`config.mk`:
```
export PLATFORM = sky130hd
export DESIGN_NAME = pll_bandwidth_bypass_phase_shift
export DESIGN_NICKNAME = d
export VERILOG_FILES = /design/src/pll_adj_pkg.sv /design/src/phase_tap_accum.sv /design/src/pll_bandwidth_bypass_phase_shift.sv
export SDC_FILE = /design/constraint.sdc
export NUM_CORES = 1
export LEC_CHECK = 0
export BUFFER_PORTS_ARGS = -buffer_cell sky130_fd_sc_hd__buf_2
export CAP_MARGIN = 10
export CORE_ASPECT_RATIO = 0.7
export CORE_MARGIN = 8
export CORE_UTILIZATION = 60
export DETAILED_ROUTE_END_ITERATION = 6
export HOLD_SLACK_MARGIN = 0.15
export PLACE_DENSITY = 0.8
export SETUP_SLACK_MARGIN = 0.5
export SYNTH_ARGS = -nofsm -noshare
export SYNTH_HDL_FRONTEND = slang
export SYNTH_HIERARCHICAL = 1
export SYNTH_SLANG_ARGS = --single-unit
```
`constraint.sdc`:
```
create_clock -name pclk -period 3.6 [get_ports pclk]
set_input_delay 0.54 -clock pclk [delete_from_list [all_inputs] [get_ports pclk]]
set_output_delay 0.54 -clock pclk [all_outputs]
set_load 0.005 [all_outputs]
```
`src/pll_adj_pkg.sv`:
```
`default_nettype none
package pll_adj_pkg;
  // APB byte addresses
  localparam logic [7:0] BW_CTRL_ADDR     = 8'h00;
  localparam logic [7:0] STATUS_ADDR      = 8'h04;
  localparam logic [7:0] INFO_ADDR        = 8'h08;
  localparam logic [7:0] CNT_CFG_BASE     = 8'h40;
  localparam logic [7:0] CNT_FACTOR_BASE  = 8'h80;
  localparam logic [7:0] PHASE_BASE       = 8'hC0;
  localparam logic [1:0] ADDR_AREA_CFG    = 2'h1;
  localparam logic [1:0] ADDR_AREA_FACTOR = 2'h2;
  localparam logic [1:0] ADDR_AREA_PHASE  = 2'h3;

  // Bandwidth control fields
  localparam int BW_PUMP_LSB = 0;
  localparam int BW_RES_LSB  = 3;
  localparam int BW_CAP_LSB  = 8;
  localparam int BW_KDIV_BIT = 10;

  // Counter setting word: high count, low count, bypass, odd-divide correction
  localparam int CFG_W          = 18;
  localparam int CFG_HIGH_LSB   = 0;
  localparam int CFG_LOW_LSB    = 8;
  localparam int CFG_BYPASS_BIT = 16;
  localparam int CFG_ODD_BIT    = 17;

  // Status fields
  localparam int ST_COMPLETE_BIT = 0;
  localparam int ST_BUSY_BIT     = 1;
  localparam int ST_LEGAL_BIT    = 2;
  localparam int ST_SEL_LSB      = 3;
  localparam int ST_DIR_BIT      = 7;
  localparam int ST_COUNT_LSB    = 16;

  // Counter indices
  localparam int NUM_CNT    = 12;
  localparam int CFG_IDX_M  = 0;
  localparam int CFG_IDX_N  = 1;
  localparam int CFG_IDX_C0 = 2;
  localparam int NUM_TAP    = 11;

  // Target select codes
  localparam logic [3:0] SEL_ALL_POST = 4'h0;
  localparam logic [3:0] SEL_FEEDBACK = 4'h1;
  localparam logic [3:0] SEL_POST0    = 4'h2;

  // Reset values
  localparam logic [2:0]       PUMP_RST = 3'h1;
  localparam logic [4:0]       RES_RST  = 5'h10;
  localparam logic [1:0]       CAP_RST  = 2'h1;
  localparam logic             KDIV_RST = 1'b1;
  localparam logic [CFG_W-1:0] CFG_RST  = 18'h10000;

  // Internal shift settling time
  localparam int CLK_PERIOD_NS = 40;
  localparam int SHIFT_TIME_NS = 80;
  localparam logic [3:0] SHIFT_CYCLES =
    4'((SHIFT_TIME_NS + CLK_PERIOD_NS - 1) / CLK_PERIOD_NS);
endpackage : pll_adj_pkg
`default_nettype wire

```
`src/phase_tap_accum.sv`:
```
`default_nettype none
module phase_tap_accum
  import pll_adj_pkg::*;
#(
  parameter int PW = 16
)(
  input  wire logic          pclk,
  input  wire logic          presetn,
  input  wire logic          step,
  input  wire logic          later,
  output logic [PW-1:0]      phase
);
  typedef struct packed {
    logic [PW-1:0] phase;
  } tap_state_t;

  tap_state_t s_reg;
  tap_state_t s_next;

  // Low three bits are the tap (one eighth VCO period); upper bits count turns
  always_comb
  begin
    s_next = s_reg;
    if (step)
    begin
      if (later)
        s_next.phase = s_reg.phase + PW'(1);
      else
        s_next.phase = s_reg.phase - PW'(1);
    end
  end

  always_ff @(posedge pclk or negedge presetn)
  begin
    if (!presetn)
      s_reg <= '0;
    else
      s_reg <= s_next;
  end

  assign phase = s_reg.phase;
endmodule : phase_tap_accum
`default_nettype wire

```
`src/pll_bandwidth_bypass_phase_shift.sv`:
```
// Summary of operation
// - Pump and filter codes are writable at any time without disturbing other state.
// - Bypassed counter acts as factor one.
// - Bypass bit set ignores other counter bits; clear means normal divide.
// - Post-scale divider bit at 0 bypasses it, opposite polarity.
// - Each step moves selected counters by one tap, an eighth VCO period.
// - Output clocks keep toggling during a phase adjustment.
// - Outputs 7 to 9 exist only on the ten-counter variant.
// - Direction 1 shifts later, 0 shifts earlier.
// - Select and direction are registered on a rising clock edge.
// - Request sampled once per clock; held at least two cycles by controller.
// - Next rising edge after sampling captures select, direction and starts shifting.
// - Completion drops on that edge and rises after internal shift time.
// - One request pulse gives exactly one tap shift.
// - Any number of successive steps is accepted.
// - Counter setting holds 8-bit high, 8-bit low, bypass and odd bits.
`default_nettype none
module pll_bandwidth_bypass_phase_shift
  import pll_adj_pkg::*;
#(
  parameter int NUM_POST = 10,
  parameter int PHASE_W  = 16
)(
  input  wire logic        pclk,
  input  wire logic        presetn,
  input  wire logic        psel,
  input  wire logic        penable,
  input  wire logic        pwrite,
  input  wire logic [7:0]  paddr,
  input  wire logic [31:0] pwdata,
  output logic [31:0]      prdata,
  output logic             pready,
  output logic             pslverr,
  input  wire logic [3:0]  shift_target_select,
  input  wire logic        shift_direction,
  input  wire logic        shift_request,
  output logic             shift_complete,
  output logic [2:0]       pump_current_code,
  output logic [4:0]       filter_resistor_code,
  output logic [1:0]       filter_capacitor_code,
  output logic             post_scale_div_on
);
  typedef enum logic [1:0] {
    ST_IDLE,
    ST_SHIFT,
    ST_RELEASE
  } shift_state_t;

  typedef struct packed {
    shift_state_t                      st;
    logic                              req_q;
    logic [3:0]                        sel;
    logic                              dir;
    logic [3:0]                        cnt;
    logic                              complete;
    logic [NUM_TAP-1:0]                step_mask;
    logic [15:0]                       shifts;
    logic [2:0]                        pump;
    logic [4:0]                        res;
    logic [1:0]                        cap;
    logic                              kdiv;
    logic [NUM_CNT-1:0][CFG_W-1:0]     cfg;
    logic                              pready;
    logic [31:0]                       prdata;
    logic                              pslverr;
  } regs_t;

  regs_t                           r_reg;
  regs_t                           r_next;
  logic [NUM_TAP-1:0][PHASE_W-1:0] phase;
  logic [NUM_TAP-1:0]              sel_mask;
  logic                            codes_legal;
  logic                            setup_rd;
  logic                            access_wr;
  logic [3:0]                      word_idx;
  logic [1:0]                      area;
  logic [31:0]                     rd_word;
  logic                            rd_err;
  logic [15:0]                     cnt_present;
  logic                            idx_present;
  logic                            phase_present;
  logic                            word_aligned;

  // One accumulator per shiftable counter; index 0 is feedback, 1 onward outputs
  genvar gi;
  generate
    for (gi = 0; gi < NUM_TAP; gi++)
    begin : g_tap
      if (gi <= NUM_POST)
      begin : g_fit
        phase_tap_accum #(
          .PW (PHASE_W)
        ) u_tap (
          .pclk    (pclk),
          .presetn (presetn),
          .step    (r_reg.step_mask[gi]),
          .later   (r_reg.dir),
          .phase   (phase[gi])
        );
      end
      else
      begin : g_absent
        // Not fitted on the smaller variant; reads as zero and never steps
        assign phase[gi] = '0;
      end
    end
  endgenerate

  // Decode of the latched target select
  always_comb
  begin
    sel_mask = '0;
    if (r_reg.sel == SEL_ALL_POST)
    begin
      for (int i = 0; i < NUM_POST; i++)
        sel_mask[i + 1] = 1'b1;
    end
    else if (r_reg.sel == SEL_FEEDBACK)
      sel_mask[0] = 1'b1;
    else
    begin
      for (int i = 0; i < NUM_POST; i++)
        if (r_reg.sel == 4'(SEL_POST0 + 4'(i)))
          sel_mask[i + 1] = 1'b1;
    end
  end

  // Counters beyond the fitted post-scale count have no setting registers
  always_comb
  begin
    cnt_present            = '0;
    cnt_present[CFG_IDX_M] = 1'b1;
    cnt_present[CFG_IDX_N] = 1'b1;
    for (int i = 0; i < NUM_POST; i++)
      cnt_present[CFG_IDX_C0 + i] = 1'b1;
  end

  // Flags codes that the controller must not program
  always_comb
  begin
    logic pump_ok;
    logic res_ok;
    logic cap_ok;
    pump_ok = 1'b0;
    res_ok  = 1'b0;
    cap_ok  = 1'b0;
    case (r_reg.pump)
      3'h0, 3'h1, 3'h3, 3'h7: pump_ok = 1'b1;
      default:                pump_ok = 1'b0;
    endcase
    case (r_reg.res)
      5'h00, 5'h03, 5'h04, 5'h08, 5'h10, 5'h13,
      5'h14, 5'h18, 5'h1B, 5'h1C, 5'h1E: res_ok = 1'b1;
      default:                            res_ok = 1'b0;
    endcase
    case (r_reg.cap)
      2'h0, 2'h1, 2'h3: cap_ok = 1'b1;
      default:          cap_ok = 1'b0;
    endcase
    codes_legal = pump_ok & res_ok & cap_ok;
  end

  // Effective factor of one counter setting
  function automatic logic [8:0] factor_of(input logic [CFG_W-1:0] c);
    logic [8:0] f;
    if (c[CFG_BYPASS_BIT])
      f = 9'h001;
    else
      f = {1'b0, c[CFG_HIGH_LSB +: 8]} + {1'b0, c[CFG_LOW_LSB +: 8]};
    return f;
  endfunction : factor_of

  // Read data is taken at setup, so the one wait state hides the decode
  assign setup_rd  = psel & ~penable & ~pwrite;
  // Writes land only at the ready edge, never in the first access cycle
  assign access_wr = psel & penable & pwrite & r_reg.pready;
  assign area      = paddr[7:6];
  assign word_idx  = paddr[5:2];
  assign word_aligned  = (paddr[1:0] == 2'h0);
  assign idx_present   = cnt_present[word_idx];
  assign phase_present = (word_idx != 4'h0) && (int'(word_idx) <= NUM_POST + 1);

  // Read data and error for the current address
  always_comb
  begin
    rd_word = '0;
    rd_err  = 1'b0;
    case (area)
      2'h0:
      begin
        if (paddr == BW_CTRL_ADDR)
        begin
          rd_word[BW_PUMP_LSB +: 3] = r_reg.pump;
          rd_word[BW_RES_LSB +: 5]  = r_reg.res;
          rd_word[BW_CAP_LSB +: 2]  = r_reg.cap;
          rd_word[BW_KDIV_BIT]      = r_reg.kdiv;
        end
        else if (paddr == STATUS_ADDR)
        begin
          rd_word[ST_COMPLETE_BIT]   = r_reg.complete;
          rd_word[ST_BUSY_BIT]       = (r_reg.st == ST_SHIFT);
          rd_word[ST_LEGAL_BIT]      = codes_legal;
          rd_word[ST_SEL_LSB +: 4]   = r_reg.sel;
          rd_word[ST_DIR_BIT]        = r_reg.dir;
          rd_word[ST_COUNT_LSB +: 16] = r_reg.shifts;
        end
        else if (paddr == INFO_ADDR)
          rd_word[7:0] = 8'(NUM_POST);
        else
          rd_err = 1'b1;
      end
      ADDR_AREA_CFG:
      begin
        if (word_aligned && idx_present)
          rd_word[CFG_W-1:0] = r_reg.cfg[word_idx];
        else
          rd_err = 1'b1;
      end
      ADDR_AREA_FACTOR:
      begin
        if (word_aligned && idx_present)
          rd_word[8:0] = factor_of(r_reg.cfg[word_idx]);
        else if (paddr[1:0] == 2'h0 && int'(word_idx) == NUM_CNT)
          rd_word[8:0] = r_reg.kdiv ? 9'h002 : 9'h001;
        else
          rd_err = 1'b1;
      end
      ADDR_AREA_PHASE:
      begin
        if (word_aligned && phase_present)
          rd_word[PHASE_W-1:0] = phase[word_idx - 4'h1];
        else
          rd_err = 1'b1;
      end
      default:
        rd_err = 1'b1;
    endcase
  end

  always_comb
  begin
    r_next = r_reg;

    // APB slave, one wait state
    r_next.pready  = psel & penable & ~r_reg.pready;
    r_next.pslverr = psel & penable & ~r_reg.pready & rd_err;
    if (setup_rd)
      r_next.prdata = rd_word;
    if (access_wr && !rd_err)
    begin
      if (paddr == BW_CTRL_ADDR)
      begin
        // Bandwidth retunes live; the shift engine and counters are untouched
        r_next.pump = pwdata[BW_PUMP_LSB +: 3];
        r_next.res  = pwdata[BW_RES_LSB +: 5];
        r_next.cap  = pwdata[BW_CAP_LSB +: 2];
        r_next.kdiv = pwdata[BW_KDIV_BIT];
      end
      else if (area == ADDR_AREA_CFG)
        r_next.cfg[word_idx] = pwdata[CFG_W-1:0];
    end

    // Phase-step handshake
    // One rising-edge sample here stands in for the falling-edge latch
    r_next.req_q     = shift_request;
    r_next.step_mask = '0;
    case (r_reg.st)
      ST_IDLE:
      begin
        r_next.complete = 1'b1;
        // Absent select codes still run the handshake, they just move no tap
        if (r_reg.req_q)
        begin
          r_next.sel      = shift_target_select;
          r_next.dir      = shift_direction;
          r_next.complete = 1'b0;
          r_next.cnt      = SHIFT_CYCLES - 4'h1;
          r_next.st       = ST_SHIFT;
        end
      end
      ST_SHIFT:
      begin
        if (r_reg.cnt == 4'h0)
        begin
          // Counters keep running; only their tap selection moves
          r_next.step_mask = sel_mask;
          r_next.complete  = 1'b1;
          r_next.shifts    = r_reg.shifts + 16'h1;
          r_next.st        = ST_RELEASE;
        end
        else
          r_next.cnt = r_reg.cnt - 4'h1;
      end
      ST_RELEASE:
      begin
        // A long pulse must not re-arm; wait for the request to drop
        if (!r_reg.req_q)
          r_next.st = ST_IDLE;
      end
      default:
        r_next.st = ST_IDLE;
    endcase
  end

  always_ff @(posedge pclk or negedge presetn)
  begin
    if (!presetn)
    begin
      r_reg           <= '0;
      r_reg.st        <= ST_IDLE;
      r_reg.complete  <= 1'b1;
      r_reg.pump      <= PUMP_RST;
      r_reg.res       <= RES_RST;
      r_reg.cap       <= CAP_RST;
      r_reg.kdiv      <= KDIV_RST;
      // Counters come up bypassed, so every output runs before software sets it
      r_reg.cfg       <= {NUM_CNT{CFG_RST}};
    end
    else
      r_reg <= r_next;
  end

  assign prdata                = r_reg.prdata;
  assign pready                = r_reg.pready;
  assign pslverr               = r_reg.pslverr;
  assign shift_complete        = r_reg.complete;
  assign pump_current_code     = r_reg.pump;
  assign filter_resistor_code  = r_reg.res;
  assign filter_capacitor_code = r_reg.cap;
  assign post_scale_div_on     = r_reg.kdiv;
endmodule : pll_bandwidth_bypass_phase_shift
`default_nettype wire

```
==> metrics.md <==
| Metric | Value |
|---|---|
| Outcome | finished, final reports clean |
| First-pass GRT wire length | approximately 130 mm |
| Tot Pwr | 29.3 mW |
| Initial antenna violation count | 4 |
| FF+latch count, synth | 477 |
| Sequential area share after synthesis | 39.6% |
| Cell repeated most along the worst path | o21ai_0 |
| Min Tclk post-route | between 3000 and 4000 ps |
| Cell Pwr Density | between 800 and 900 nW/um^2 |
| Worst EP required | 4060 ps |
| Finished Cell Area | 33500 um^2 |
| Main synth FF type | dfrtp_1 |
| Final ANT Viol Nets | 0 |
| Tcrit/Tclk final | 85.5% |
| CP max stage delay | 470 ps |
| Clock buffer depth | 3 |
| Setup crit start kind | flop |
| H-tree Lvls | 2 |
| Mapped Cells | 2614 |
| Combined area of the multi-input logic cells | 17300 um^2 |
| First-pass iteration count of the detailed router | 6 |
| Total vias in the final route | 22.0k |
| TritonCTS clock tree | built |
| Synth top area cells | dfrtp_1 38%, mux2_2 13%, ha_1 7.0% |
| Syn nets | 2847 |
| Max reg flops | 255 |
| Site Rows | 68 |
| DR vias/cell | 6.46 |
| Hpwl dp | around 58 mm |
| Final WS setup | roughly 520 ps |
| Synth async-reset ratio | 100% |
| Critical path class | flop to flop |
| Initial Util | roughly three fifths |
| Vias in the first global route | 22.0k |
| Die H | 204 um |
| EDFF count, synth | 0 |
| Synthesis-to-layout area growth | 10.8% |
| Root buf cell | clkbuf_16 |
| Dominant cell type by area after synthesis | dfrtp_1 |
| WHS | about 180 ps |
| Placed inst area | about 32000 um^2 |
| Path type of the worst min-delay path | input pin to flop |
| Register area | 12000 um^2 |
| Clk sink count | 477 |
| Crit Path Max Fanout | 24 |
| Syn avg cell area | 11.6 um^2 |
| Cell family with the largest share of critical-path delay | compound AO/OA/AOI/OAI gates |
| Wirelength per Cell | 23.6 um |
| Worst slew margin | about 37% |
| Die W | 284 um |
| Setup crit end kind | flop |
| Max Slew Vio Count | 0 |
| Nets | about 2.9k |
| Largest net degree at the start of global routing | 95 |
| Clock Latency Late Sink | approximately 620 ps |
| Buf+Inv Stages, Crit Path | 2 |
| Final setup violation count | 0 |
| Die ar. | 57900 um^2 |
| Max Fclk | 325 MHz |
| Total congestion overflow | 0 |
| Core area | ~50000 um^2 |
| Total track usage | 27.2% |
| GP Congestion | approximately 0.94 |
| Worst EP arrival | 3540 ps |
| Post-synth cell types | between 70 and 80 |
| PortBufs | 82 |
| Total Wirelength | a little over 80 mm |
| Setup Skew | 42.9 ps |
| Max-Cap Viols | 0 |
| Mapped cell area | 30200 um^2 |
| Syn. warnings | 6 |
| Hold Fails Final Rpt | 0 |
| Drt initial violations | 2090 |
| Commonest non-fill, non-tap cell in the layout | dfrtp_1 |
| Highest-count cells in the layout ignoring fill and taps | 460 x dfrtp_1, 356 x mux2_2, 202 x nand2_1, 168 x ha_1, 125 x nor2_1 |
| Fillcell total | ~3.5k |
| Leakage power | 15.4 nW |
| Critical-path top delay cell | inv_1 |
| Share of cells above drive strength 1 | 31.9% |
| DRC Markers | 0 |
| RSZ-0062 raised after global routing | yes |
| CTS Buf Count | 48 |
| Slew @ Worst Pin | 941 ps |
| Clock slew at reported path FFs | 60 ps |
| Worst path cell trace | buf_12 -> inv_1 -> ha_1 -> a211oi_1 -> o21ai_0 -> a31oi_1 -> o21ai_0 -> xor2_1 -> mux2_2 |
| # IOs | 97 |
| Place WS | -11.0 ps |
| Peak supply drop | 0.711 mV |
| Area share of the leading cell type in the synthesized netlist | 38.1% |
-- cells by family (layout without fill, tap and decap cells) --
kind of cell,Yosys count,in the layout,share of synthesized area (%)
XOR/XNOR,189,189,5.48
AND/OR/NAND/NOR,536,536,8.52
AO/OA/AOI/OAI,526,526,12.9
buffers and inverters,197,326,3.49
adder cells (fa/ha/maj),182,182,7.83
flip-flops,477,477,39.6
other,0,3,0
multiplexers,507,507,22.2
-- metal layers --
| metal | GRT usage [%] | vias up | share of wire [%] |
|---|---|---|---|
| li1 | - | 9855 | - |
| met1 | 40.1 | 11300 | 46 |
| met2 | 40.5 | 810 | 44 |
| met3 | 6.18 | 128 | 8.0 |
| met4 | 6.99 | 2 | 2.2 |
| met5 | 0 | - | 0.016 |
-- repair_timing --
item / 4_1_cts / 5_1_grt
setup endpoints to repair: 0 / 11
hold buffers: 3 / 0
buffers inserted: 0 / 9
hold endpoints to repair: 77 / 0
resized for setup: 0 / 8
-- synthesized netlist by cell type (22+ instances only) --
| cell | count |
|---|---|
| ha_1 | 170 |
| mux2i_1 | 35 |
| dfrtp_1 | 460 |
| nand3_1 | 43 |
| inv_1 | 46 |
| a21oi_1 | 107 |
| xor2_1 | 75 |
| nand2_1 | 202 |
| o21ai_0 | 86 |
| xnor2_1 | 114 |
| mux4_2 | 86 |
| buf_4 | 46 |
| mux2_2 | 356 |
| a21o_1 | 67 |
| nor2_1 | 129 |
| mux2_4 | 22 |
| o211ai_1 | 23 |
| nor3_1 | 38 |
| clkbuf_1 | 55 |
| a31oi_1 | 25 |
| o21a_1 | 27 |
-- cell type report --
class,instances,area share (%)
antenna,3,0.0224
timing repair buffer,193,4.77
tap,665,2.49
inverter,46,0.549
multi-input combinational,1940,51.6
clock buffer,67,4.10
clock inverter,20,0.785
sequential,477,35.7
-- power breakdown --
part / internal, mW / switching [mW] / total, mW
combinational: 7.35 / 8.99 / 16.3
sequential: 6.40 / 1.31 / 7.71
clock: 2.98 / 2.27 / 5.25
-- per-stage QoR --
| step | util (%) | std cells | setup TNS [ps] |
|---|---|---|---|
| floorplan | - | 2614 | 0 |
| global placement | 64.0 | 3309 | 0 |
| detailed placement | 64.0 | 3309 | -11.0 |
| CTS | 67.4 | 3399 | 0 |
| global route | 67.6 | 3410 | 0 |
| finish | 67.6 | 3411 | 0 |
-- path summary, 6_finish.rpt --
path                                                     start                        endpoint  slack, ps  cells past startpoint
worst max register to register                      r_reg[293]  g_tap[8].g_fit.u_tap/phase[13]        520                      9
worst max-delay path                                r_reg[293]  g_tap[8].g_fit.u_tap/phase[13]        520                      9
min in group asynchronous                              presetn  g_tap[3].g_fit.u_tap/phase[14]        530                      2
max in group asynchronous                              presetn                  shift_complete       2040                      3
worst min register to register  g_tap[1].g_fit.u_tap/phase[15]  g_tap[1].g_fit.u_tap/phase[15]        470                      1
worst min-delay path                    shift_target_select[2]                      r_reg[296]        180                      2
Power figures use the tool's default switching activity.
